==> src/rtl/qdrd_pkg.sv <==
package qdrd_pkg;
  // 24-bit write frame layout
  localparam int FRAME_W = 24;
  localparam int RW_POS = 23;
  localparam int ZERO_POS = 22;
  localparam int TGT_HI = 21;
  localparam int TGT_LO = 19;
  localparam int CH_HI = 18;
  localparam int CH_LO = 16;
  localparam int NUM_CH = 4;
  // register-select offsets
  localparam logic [2:0] REG_FUNCTION = 3'h0;
  localparam logic [2:0] REG_CHANNEL_CODE = 3'h2;
  localparam logic [2:0] REG_OUTPUT_RANGE = 3'h3;
  localparam logic [2:0] REG_GAIN_TRIM = 3'h4;
  localparam logic [2:0] REG_OFFSET_TRIM = 3'h5;
  // function-register channel codes and the all-channel code
  localparam logic [2:0] FN_NO_OPERATION = 3'h0;
  localparam logic [2:0] FN_CONFIG = 3'h1;
  localparam logic [2:0] FN_CLEAR = 3'h4;
  localparam logic [2:0] FN_LOAD = 3'h5;
  localparam logic [2:0] CH_ALL = 3'h4;
  // config field positions
  localparam int CFG_GND_ADJ = 5;
  localparam int CFG_PIN1_DIR = 4;
  localparam int CFG_PIN1_VAL = 3;
  localparam int CFG_PIN0_DIR = 2;
  localparam int CFG_PIN0_VAL = 1;
  localparam int CFG_SER_OFF = 0;
  // reset, clear and undefined-range values
  localparam logic [5:0] CONFIG_RST = 6'h00;
  localparam logic [15:0] CODE_RST = 16'h0000;
  localparam logic [1:0] RANGE_RST = 2'h0;
  localparam logic [5:0] GAIN_RST = 6'h00;
  localparam logic [7:0] OFFSET_RST = 8'h00;
  localparam logic [15:0] CLEAR_TWOS = 16'h0000;
  localparam logic [15:0] CLEAR_BIN = 16'h0000;
  localparam logic [1:0] RANGE_UNDEF = 2'h3;
endpackage

==> src/rtl/qdrd_regs.sv <==
`timescale 1ns/1ps
// What this block does
// - frame is 24 bits: rw, zero, three target bits, three channel bits, 16 data.
// - channel codes 0-3 pick channels A-D, code 4 picks all four.
// - target code 000 is a function-register operation, not a channel access.
// - function code 000 is no operation; nothing changes.
// - function code 001 loads six config bits; upper data bits ignored.
// - ground adjust bit enables compensation; disabled by default.
// - pin direction one is output, zero input; input after reset.
// - output pins drive value bit; input pins report level, writes still stored in config.
// - serial-out disable bit turns the driver off; enabled by default.
// - function code 100 clears all outputs: midscale twos, lowest binary.
// - function code 101 copies all input registers to the dac registers.
// - target 010 stores 16 data bits into the selected channel code.
// - target 011 stores the low two data bits as channel range; a write of code 11 is dropped.
// - range 00 nominal default, 01 and 10 extended, 11 undefined.
// - target 100 stores six-bit twos complement gain trim, default zero.
// - gain trim spans -32 to +31 one-lsb steps.
// - target 101 stores eight-bit twos complement offset trim, default zero.
// - offset trim moves output in eighth-lsb steps, -16 to +15.875 lsb.
// - per-channel writes go to the channel from the shared decode.
module qdrd_regs (
  // clock and reset
  input wire logic ref_clk,
  input wire logic rst,
  // write frame from the serial shifter
  input wire logic frame_valid,
  input wire logic [23:0] frame_data,
  // coding mode: high for twos complement
  input wire logic twos_comp,
  // digital port pins
  input wire logic gpio_pin_zero_i,
  output logic gpio_pin_zero_o,
  output logic gpio_pin_zero_oe,
  input wire logic gpio_pin_one_i,
  output logic gpio_pin_one_o,
  output logic gpio_pin_one_oe,
  // configuration outputs
  output logic gnd_adjust_en,
  output logic serial_out_en,
  output logic [5:0] config_readback,
  // per-channel state, channel A in the low slice
  output logic [63:0] input_code,
  output logic [63:0] dac_code,
  output logic [7:0] output_range,
  output logic [23:0] gain_trim,
  output logic [31:0] offset_trim
);
  // frame field split
  wire is_write = ~frame_data[qdrd_pkg::RW_POS] & ~frame_data[qdrd_pkg::ZERO_POS];
  wire wr = frame_valid & is_write;
  wire [2:0] tgt = frame_data[qdrd_pkg::TGT_HI:qdrd_pkg::TGT_LO];
  wire [2:0] chs = frame_data[qdrd_pkg::CH_HI:qdrd_pkg::CH_LO];
  wire [15:0] dat = frame_data[15:0];

  // shared channel decode
  wire all_ch = (chs == qdrd_pkg::CH_ALL);
  wire [3:0] ch_hit;
  assign ch_hit = all_ch ? 4'hF : ((chs[2] == 1'b0) ? (4'h1 << chs[1:0]) : 4'h0);

  // function-register decode
  wire fn_sel = wr & (tgt == qdrd_pkg::REG_FUNCTION);
  wire fn_cfg = fn_sel & (chs == qdrd_pkg::FN_CONFIG);
  wire fn_clr = fn_sel & (chs == qdrd_pkg::FN_CLEAR);
  wire fn_load = fn_sel & (chs == qdrd_pkg::FN_LOAD);
  // other function codes including no_operation fall through

  wire code_wr = wr & (tgt == qdrd_pkg::REG_CHANNEL_CODE);
  wire range_wr = wr & (tgt == qdrd_pkg::REG_OUTPUT_RANGE);
  wire gain_wr = wr & (tgt == qdrd_pkg::REG_GAIN_TRIM);
  wire offs_wr = wr & (tgt == qdrd_pkg::REG_OFFSET_TRIM);

  // both codings clear to stored code zero: 0 V in twos complement, lowest code in binary
  wire [15:0] clear_code = twos_comp ? qdrd_pkg::CLEAR_TWOS : qdrd_pkg::CLEAR_BIN;

  // pin synchronisers
  logic [1:0] pin0_sync_r;
  logic [1:0] pin1_sync_r;
  always_ff @(posedge ref_clk or posedge rst) begin
    if (rst) begin
      pin0_sync_r <= 2'h0;
      pin1_sync_r <= 2'h0;
    end else begin
      pin0_sync_r <= {pin0_sync_r[0], gpio_pin_zero_i};
      pin1_sync_r <= {pin1_sync_r[0], gpio_pin_one_i};
    end
  end

  // function configuration register
  logic [5:0] cfg_r;
  wire [5:0] cfg_nxt = fn_cfg ? dat[5:0] : cfg_r;
  always_ff @(posedge ref_clk or posedge rst) begin
    if (rst) begin
      cfg_r <= qdrd_pkg::CONFIG_RST;
    end else begin
      cfg_r <= cfg_nxt;
    end
  end

  assign gnd_adjust_en = cfg_r[qdrd_pkg::CFG_GND_ADJ];
  assign serial_out_en = ~cfg_r[qdrd_pkg::CFG_SER_OFF];
  assign gpio_pin_zero_oe = cfg_r[qdrd_pkg::CFG_PIN0_DIR];
  assign gpio_pin_one_oe = cfg_r[qdrd_pkg::CFG_PIN1_DIR];
  assign gpio_pin_zero_o = cfg_r[qdrd_pkg::CFG_PIN0_VAL];
  assign gpio_pin_one_o = cfg_r[qdrd_pkg::CFG_PIN1_VAL];
  // value bits of input pins read the synchronised level
  wire pin0_rb = gpio_pin_zero_oe ? cfg_r[qdrd_pkg::CFG_PIN0_VAL] : pin0_sync_r[1];
  wire pin1_rb = gpio_pin_one_oe ? cfg_r[qdrd_pkg::CFG_PIN1_VAL] : pin1_sync_r[1];
  assign config_readback = {cfg_r[5:4], pin1_rb, cfg_r[2], pin0_rb, cfg_r[0]};

  // per-channel registers: each channel keeps its own copy so no variable has two drivers
  genvar g;
  generate
    for (g = 0; g < qdrd_pkg::NUM_CH; g++) begin : g_ch
      logic [15:0] in_r;
      logic [15:0] dac_r;
      logic [1:0] rng_r;
      logic [5:0] gain_r;
      logic [7:0] offs_r;
      wire hit = ch_hit[g];
      // a clear overrides input codes too, so a later load cannot revive stale data
      wire [15:0] in_nxt = fn_clr ? clear_code : ((code_wr & hit) ? dat : in_r);
      wire [15:0] dac_nxt = fn_clr ? clear_code : (fn_load ? in_r : dac_r);
      // range code 11 is undefined, so such a write is dropped
      wire rng_ok = (dat[1:0] != qdrd_pkg::RANGE_UNDEF);
      wire [1:0] rng_nxt = (range_wr & hit & rng_ok) ? dat[1:0] : rng_r;
      wire [5:0] gain_nxt = (gain_wr & hit) ? dat[5:0] : gain_r;
      wire [7:0] offs_nxt = (offs_wr & hit) ? dat[7:0] : offs_r;
      always_ff @(posedge ref_clk or posedge rst) begin
        if (rst) begin
          in_r <= qdrd_pkg::CODE_RST;
        end else begin
          in_r <= in_nxt;
        end
      end
      always_ff @(posedge ref_clk or posedge rst) begin
        if (rst) begin
          dac_r <= qdrd_pkg::CODE_RST;
        end else begin
          dac_r <= dac_nxt;
        end
      end
      always_ff @(posedge ref_clk or posedge rst) begin
        if (rst) begin
          rng_r <= qdrd_pkg::RANGE_RST;
        end else begin
          rng_r <= rng_nxt;
        end
      end
      always_ff @(posedge ref_clk or posedge rst) begin
        if (rst) begin
          gain_r <= qdrd_pkg::GAIN_RST;
        end else begin
          gain_r <= gain_nxt;
        end
      end
      always_ff @(posedge ref_clk or posedge rst) begin
        if (rst) begin
          offs_r <= qdrd_pkg::OFFSET_RST;
        end else begin
          offs_r <= offs_nxt;
        end
      end
      assign input_code[16*g +: 16] = in_r;
      assign dac_code[16*g +: 16] = dac_r;
      assign output_range[2*g +: 2] = rng_r;
      assign gain_trim[6*g +: 6] = gain_r;
      assign offset_trim[8*g +: 8] = offs_r;
    end
  endgenerate

  // checks
  a_cfg_load: assert property (
    @(posedge ref_clk) disable iff (rst)
    fn_cfg |=> cfg_r == $past(dat[5:0]))
    else $error("config not loaded");
  a_noop_hold: assert property (
    @(posedge ref_clk) disable iff (rst)
    (fn_sel && chs == qdrd_pkg::FN_NO_OPERATION) |=> $stable(cfg_r) && $stable(dac_code)
    && $stable(input_code)) else $error("no-op changed state");
  a_clear_all: assert property (
    @(posedge ref_clk) disable iff (rst)
    fn_clr |=> dac_code == {4{$past(clear_code)}})
    else $error("clear failed");
  a_load_all: assert property (
    @(posedge ref_clk) disable iff (rst)
    fn_load |=> dac_code == $past(input_code))
    else $error("load failed");
  a_code_chan: assert property (
    @(posedge ref_clk) disable iff (rst)
    (code_wr && chs == 3'h2) |=> input_code[47:32] == $past(dat)
    && input_code[15:0] == $past(input_code[15:0])) else $error("code decode");
  a_code_all: assert property (
    @(posedge ref_clk) disable iff (rst)
    (code_wr && all_ch) |=> input_code == {4{$past(dat)}})
    else $error("broadcast");
  a_range_low: assert property (
    @(posedge ref_clk) disable iff (rst)
    (range_wr && chs == 3'h1 && dat[1:0] != 2'h3) |=> output_range[3:2] == $past(dat[1:0]))
    else $error("range write");
  a_gain_wr: assert property (
    @(posedge ref_clk) disable iff (rst)
    (gain_wr && chs == 3'h3) |=> gain_trim[23:18] == $past(dat[5:0]))
    else $error("gain");
  a_offs_wr: assert property (
    @(posedge ref_clk) disable iff (rst)
    (offs_wr && chs == 3'h0) |=> offset_trim[7:0] == $past(dat[7:0]))
    else $error("offset");
  a_undef_tgt: assert property (
    @(posedge ref_clk) disable iff (rst)
    (wr && (tgt == 3'h1 || tgt[2:1] == 2'h3)) |=> $stable(input_code) && $stable(cfg_r)
    && $stable(gain_trim) && $stable(offset_trim)) else $error("undefined target");
  a_pin_drive: assert property (
    @(posedge ref_clk) disable iff (rst)
    gpio_pin_zero_oe |-> gpio_pin_zero_o == config_readback[1])
    else $error("pin0");
  a_code_other: assert property (
    @(posedge ref_clk) disable iff (rst)
    (code_wr && chs == 3'h1) |=> input_code[31:16] == $past(dat)
    && input_code[63:32] == $past(input_code[63:32])) else $error("code channel b");
  a_code_badch: assert property (
    @(posedge ref_clk) disable iff (rst)
    (code_wr && chs > qdrd_pkg::CH_ALL) |=> $stable(input_code))
    else $error("bad channel code");
  a_range_undef: assert property (
    @(posedge ref_clk) disable iff (rst)
    (range_wr && dat[1:0] == qdrd_pkg::RANGE_UNDEF) |=> $stable(output_range))
    else $error("undefined range stored");
  a_range_all: assert property (
    @(posedge ref_clk) disable iff (rst)
    (range_wr && all_ch && dat[1:0] != 2'h3) |=> output_range == {4{$past(dat[1:0])}})
    else $error("range broadcast");
  a_gain_all: assert property (
    @(posedge ref_clk) disable iff (rst)
    (gain_wr && all_ch) |=> gain_trim == {4{$past(dat[5:0])}})
    else $error("gain broadcast");
  a_offs_all: assert property (
    @(posedge ref_clk) disable iff (rst)
    (offs_wr && all_ch) |=> offset_trim == {4{$past(dat[7:0])}})
    else $error("offset broadcast");
  a_offs_chan: assert property (
    @(posedge ref_clk) disable iff (rst)
    (offs_wr && chs == 3'h3) |=> offset_trim[31:24] == $past(dat[7:0])
    && offset_trim[23:0] == $past(offset_trim[23:0])) else $error("offset channel d");
  a_gain_chan: assert property (
    @(posedge ref_clk) disable iff (rst)
    (gain_wr && chs == 3'h0) |=> gain_trim[5:0] == $past(dat[5:0])
    && gain_trim[23:6] == $past(gain_trim[23:6])) else $error("gain channel a");
  a_clear_inputs: assert property (
    @(posedge ref_clk) disable iff (rst)
    fn_clr |=> input_code == {4{$past(clear_code)}})
    else $error("clear left input codes");
  a_clear_trims: assert property (
    @(posedge ref_clk) disable iff (rst)
    fn_clr |=> $stable(gain_trim) && $stable(offset_trim) && $stable(output_range))
    else $error("clear touched trims");
  a_load_keep: assert property (
    @(posedge ref_clk) disable iff (rst)
    fn_load |=> $stable(input_code))
    else $error("load changed input codes");
  a_dac_hold: assert property (
    @(posedge ref_clk) disable iff (rst)
    !(fn_clr || fn_load) |=> $stable(dac_code))
    else $error("dac code moved without load");
  a_cfg_hold: assert property (
    @(posedge ref_clk) disable iff (rst)
    !fn_cfg |=> $stable(cfg_r))
    else $error("config moved without write");
  a_gnd_adj: assert property (
    @(posedge ref_clk) disable iff (rst)
    fn_cfg |=> gnd_adjust_en == $past(dat[5]))
    else $error("ground adjust");
  a_ser_drv: assert property (
    @(posedge ref_clk) disable iff (rst)
    fn_cfg |=> serial_out_en == !$past(dat[0]))
    else $error("serial out enable");
  a_pin_dir: assert property (
    @(posedge ref_clk) disable iff (rst)
    fn_cfg |=> gpio_pin_one_oe == $past(dat[4]) && gpio_pin_zero_oe == $past(dat[2]))
    else $error("pin direction");
  a_pin1_drive: assert property (
    @(posedge ref_clk) disable iff (rst)
    fn_cfg |=> gpio_pin_one_o == $past(dat[3]))
    else $error("pin1 value");
  a_noop_trims: assert property (
    @(posedge ref_clk) disable iff (rst)
    (fn_sel && chs == qdrd_pkg::FN_NO_OPERATION) |=> $stable(gain_trim)
    && $stable(offset_trim) && $stable(output_range)) else $error("no-op changed trims");
  a_read_ignored: assert property (
    @(posedge ref_clk) disable iff (rst)
    (frame_valid && frame_data[qdrd_pkg::RW_POS]) |=> $stable(input_code) && $stable(cfg_r)
    && $stable(dac_code)) else $error("read frame wrote state");
  a_fn_undef: assert property (
    @(posedge ref_clk) disable iff (rst)
    (fn_sel && (chs == 3'h2 || chs == 3'h3 || chs > 3'h5)) |=> $stable(cfg_r)
    && $stable(dac_code) && $stable(input_code)) else $error("undefined function acted");

  c_load: cover property (@(posedge ref_clk) disable iff (rst) code_wr ##[1:4] fn_load);
  c_clear: cover property (@(posedge ref_clk) disable iff (rst) fn_clr);
  c_cfg: cover property (@(posedge ref_clk) disable iff (rst) fn_cfg && dat[4]);
  c_bcast: cover property (@(posedge ref_clk) disable iff (rst) offs_wr && all_ch);
endmodule

==> config.mk <==
export PLATFORM = sky130hd
export DESIGN_NAME = qdrd_regs
export DESIGN_NICKNAME = d
export VERILOG_FILES = /design/src/rtl/qdrd_pkg.sv /design/src/rtl/qdrd_regs.sv
export SDC_FILE = /design/constraint.sdc
export NUM_CORES = 1
export LEC_CHECK = 0
export ABC_AREA = 1
export BUFFER_PORTS_ARGS = -buffer_cell sky130_fd_sc_hd__buf_2
export CAP_MARGIN = 20
export CORE_MARGIN = 10
export CORE_UTILIZATION = 45
export CTS_CLUSTER_DIAMETER = 60
export DETAILED_ROUTE_END_ITERATION = 12
export GPL_TIMING_DRIVEN = 0
export PLACE_DENSITY = 0.71
export SETUP_SLACK_MARGIN = 0.5
export SYNTH_ARGS = -nofsm -noshare
export SYNTH_HDL_FRONTEND = slang
export SYNTH_SLANG_ARGS = --single-unit
==> constraint.sdc <==
create_clock -name ref_clk -period 9.5 [get_ports ref_clk]
set_clock_uncertainty 0.2 [all_clocks]
set_input_delay 0.95 -clock ref_clk [delete_from_list [all_inputs] [get_ports ref_clk]]
set_output_delay 0.95 -clock ref_clk [all_outputs]
set_load 0.01 [all_outputs]
Word-level counts from Yosys, hierarchy flattened
Index checks and enable logic that the tools add are counted.

storage, ports and cells
  memories kept = 0
  memory bits (read-only) = 0
  latch bits = 0
  word-level logic and storage cells = 91
  bits in registers = 202
  RAM bits = 0

operators by class
  $mul = 0
  div/mod/pow operators = 0
  equality and inequality tests = 8
  reductions and logical operators = 6
  shift operators = 1
  order comparisons = 0
  bitwise operators = 33
  add/sub/neg operators = 0
  muxes and demuxes = 20

operator list
  operator             number
  $mux 16              16
  $and 1x1->1          30
  $eq 3x3->1 const B   4
  $reduce_bool 2->1    5
  $mux 4               2
  $eq 3x2->1 const B   2
  $shl 1x2->4 const A  1
  $eq 3x1->1 const B   1
  $logic_not 3->1      1
  $not 1->1            3
  $mux 1               2
  $ne 2x2->1 const B   1

Depth between registers and ports, before layout
  word-level depth = 7
  mapped depth = 9
  gate-level depth less buffers = 8

Least setup slack after synthesis
OpenSTA, ideal clock, no wires.

  path type = input-to-reg
  start = input frame_data[22]
  end = register g_ch[0].in_r[0]
  stages = 7
  library setup time = 118 ps
  data required time = 9182 ps
  path buffers = 1
  arrival = 1780 ps
  slack = 7402 ps
  path through = inv_2 -> nand3_4 -> nor2_4 -> nand2_1 -> buf_2 -> nand3_1 -> nand2_1

on the way
  word-level cells in the longest chain between the ends = 6

ends and longest elaborated chain
  item                                          line                               source
  start, declared                               qdrd_regs.sv:28                    input wire logic [23:0] frame_data,
  $not 1->1 *                                   qdrd_regs.sv:50                    wire is_write = ~frame_data[qdrd_pkg::RW_POS] & ~frame_data[qdrd_pkg::ZERO_POS];
  $and 1x1->1 *                                 qdrd_regs.sv:50
  $and 1x1->1 *                                 qdrd_regs.sv:51                    wire wr = frame_valid & is_write;
  $and 1x1->1, on equally long branches         qdrd_regs.sv:62, qdrd_regs.sv:68
  $and 1x1->1, on equally long branches         qdrd_regs.sv:64, qdrd_regs.sv:122
  $mux 16 or $reduce_bool 2->1 (tied branches)  --
  end signal, assigned                          qdrd_regs.sv:131                   in_r <= qdrd_pkg::CODE_RST;
  end signal, assigned                          qdrd_regs.sv:133                   in_r <= in_nxt;
  end, declared                                 qdrd_regs.sv:115                   logic [15:0] in_r;

Mark *: on every way between the ends. The rest lies on a longest branch, timed or not.
A chain may end at the register's enable or synchronous reset.

Worst setup path after layout
  start = register cfg_r[4]
  end = output config_readback[3]

on the way
  word-level cells in the longest chain between the ends = 1

ends and longest elaborated chain
  item                    line              source
  start, declared         qdrd_regs.sv:90   logic [5:0] cfg_r;
  start signal, assigned  qdrd_regs.sv:94   cfg_r <= qdrd_pkg::CONFIG_RST;
  start signal, assigned  qdrd_regs.sv:96   cfg_r <= cfg_nxt;
  $mux 1                  qdrd_regs.sv:108  wire pin1_rb = gpio_pin_one_oe ? cfg_r[qdrd_pkg::CFG_PIN1_VAL] : pin1_sync_r[1];
  end, declared           qdrd_regs.sv:41   output logic [5:0] config_readback,

No other way between the ends.

==> impl_metrics.toml <==
[worst_setup_path]
slowest_delay_ns = 0.41
startpoint = "cfg_r[4]"
arrival_ns = 1.51
cp-end-kind = "output port"
reg2reg_to = "g_ch[2].dac_r[4]"
worstSetupStartpointType = "register"
critPathMaxFanout = 4
ff2ff_path_depth = 2
worstPathCellList = "mux2_2 > buf_4 > buf_2"
slowest_stage = "dfrtp_1"
criticalPathCategory = "reg2out"
crit-reg2reg-launch = "g_ch[2].in_r[4]"
endpoint = "config_readback[3]"
reg2reg_slack_ns = 8.56
crit_required_ns = 8.35

[pwr]
p_leak_nw = 6.06
power_mw = 2.01
p_per_area_nw_per_um2 = 192
clock_power_share_pct = 40.8
combPwrFrac_pct = 11.1
swShare_pct = 26.5
irDropWorstVdd_v = 0.000132
internal_power_mw = 1.48
switching_power_uw = 533
seqPwrFrac_pct = 48.1

[place]
portBuffers = 230
dpl_cell_area_um2 = 9740
place.gp.congestion = 0.850
hpwl_mm = 19.4

[global_route]
grt_pass1_wl_mm = 41.9
grt_start_max_net_pins = 125
grt.total_usage_pct = 21.6
gr-total-overflow = 0
antenna_found_initial = 6
grt_pass1_vias = 7253

[timing]
slew_viol_final = 0
timing.fmax_ghz = 0.376
rsz0062_at_grt = "false"
finalCritPeriodShare_pct = 28.0
tightest_slew_ns = 0.743
report.final.setup_viol = 0
finalHoldViolations = 0
slew_headroom_pct = 50.5
fin_crit_ns = 2.66
finalSetupTns_ns = 0

[die]
die_x_um = 156
io_pins = 234
core_um2 = 18000
die_area_um2 = 24200
die_h_um = 156
num_rows = 49
start_util_pct = 45.9

[route]
dr.pass1.iters = 5
drtIter0Drc = 466
routed_via_density = 5.32
routedWlPerCell_um = 19.7
vias = 7351
route.detailed.drc = 0
wl_mm = 27.3
ant_nets = 0

[cts]
cts_resized = 0
clk_pin_slew_ns = 0.06
cts_tree = "done"
htreeDepth = 1
holdBufCountCts = 0
clock_insertion_delay_worst_skew_ns = 0.50
cts_buffer_depth = 3
cts_num_sinks = 202
cts-root-buf = "clkbuf_16"
cts_made_buffers = 23
post_cts_buffers = 0

[outcome]
outcome = "finished clean"

[logic_synthesis]
ys_types = 20
synth_compound_area_share_pct = 3.75
syn_area_per_cell_um2 = 9.41
synthAdderAreaFrac_pct = 0
ys_warn_count = 0
synth_xor_xnor_area_share_pct = 0
synth_area_um2 = 8270
synth-seq-area-share_pct = 61.1
synth_cells = 879
postSynthRegisterBits = 202
synth_top_family_by_area = "simple AND/OR/NAND/NOR gates"
synth-simple-area-share_pct = 29.6
syn_nets = 909
muxShareOfSynthArea_pct = 0.272

[finish]
area_growth_pct = 26.3
design_area_um2 = 10400
nets = 1165
drive_above_1_share_pct = 30.6

[flow_run]
cap_violations = 0

[hold_path]
min_from = "pin0_sync_r[0]"
min_path_type = "reg2reg"
[how the worst min path moves through the flow]
stage / endpoint / cells past startpoint
after floorplan: pin0_sync_r[1] / 0
after global placement: pin1_sync_r[1] / 0
after detailed placement: pin1_sync_r[1] / 0
after CTS: pin0_sync_r[1] / 0
after global routing: pin0_sync_r[1] / 0
final: pin0_sync_r[1] / 0
[kinds of logic after synthesis]
logic type	Yosys count
buffers and inverters	88
flip-flops	202
AO/OA/AOI/OAI	62
AND/OR/NAND/NOR	525
multiplexers	2
[placed cells by master (no fill, tap or decap), drive strengths merged]
master / n
buf: 285
clkbuf: 47
clkinv: 3
clkinvlp: 1
dfrtp: 202
diode: 4
inv: 23
mux2: 2
nand2: 303
nand3: 143
nand4: 65
nor2: 14
o21ai: 62
[layout make-up]
type / instances / area (um2)
Inverter: 22 / 95.1
Clock buffer: 35 / 661
Multi-Input combinational cell: 589 / 2780
Timing Repair Buffer: 231 / 1180
Antenna cell: 4 / 10.0
Fill cell: 1674 / 7580
Sequential cell: 202 / 5050
Clock inverter: 5 / 31.3
Tap cell: 229 / 287
Buffer: 66 / 349
[layer usage]
metal | up-vias | part of all wire [%] | track usage (%)
met5 | - | 0.10 | 0
met4 | 4 | 1.7 | 4.81
met3 | 36 | 10 | 7.91
met2 | 291 | 47 | 34.3
met1 | 3574 | 41 | 27.7
li1 | 3446 | - | -
[critical path, delay by kind of cell (launching register included)]
| family | cells | cell delay, ns |
|---|---|---|
| buffers and inverters | 2 | 0.25 |
| flip-flops | 1 | 0.41 |
| multiplexers | 1 | 0.35 |
[flip-flops by register name, summed over array words and instances (netlist names)]
name and count:
g_ch.rng_r 8, g_ch.dac_r 64, cfg_r 6, g_ch.offs_r 32
g_ch.in_r 64, pin1_sync_r 2, g_ch.gain_r 24, pin0_sync_r 2
[synth_stat cells]
cell,count,area (um2)
nor2_1,5,18.8
nand3_1,142,711
o21ai_0,50,250
nand2_2,11,68.8
inv_4,2,12.5
inv_2,5,18.8
nand4_1,65,407
inv_1,15,56.3
nand3_4,1,17.5
buf_4,11,82.6
buf_2,42,210
clkbuf_1,12,45.0
dfrtp_1,202,5050
mux2_2,2,22.5
nor2_2,1,6.26
o21ai_1,12,60.1
nor2_4,8,90.1
nand2_4,4,45.0
nand2_1,288,1080
buf_6,1,11.3
[power groups by stage]
stage          Combinational (mW)  Sequential [mW]  Clock, mW
6_report                    0.223            0.968      0.820
5_1_grt                     0.249            0.974      0.872
4_1_cts                     0.227            0.966      0.834
3_5_place_dp                0.227            0.980          0
3_3_place_gp                0.220            0.980          0
2_1_floorplan              0.0853            0.998          0
[through the flow]
stage,hold WS [ns],setup WS [ns],utilization (%),std cells
6_report,0.147,6.84,57.9,1383
5_1_grt,0.153,6.78,57.9,1380
4_1_cts,0.149,6.81,57.9,1379
3_5_place_dp,0.143,6.78,54.0,1339
3_3_place_gp,0.132,0.590,53.9,1338
2_1_floorplan,0.131,2.84,-,879
No activity file was read; power rests on OpenSTA's default activity.
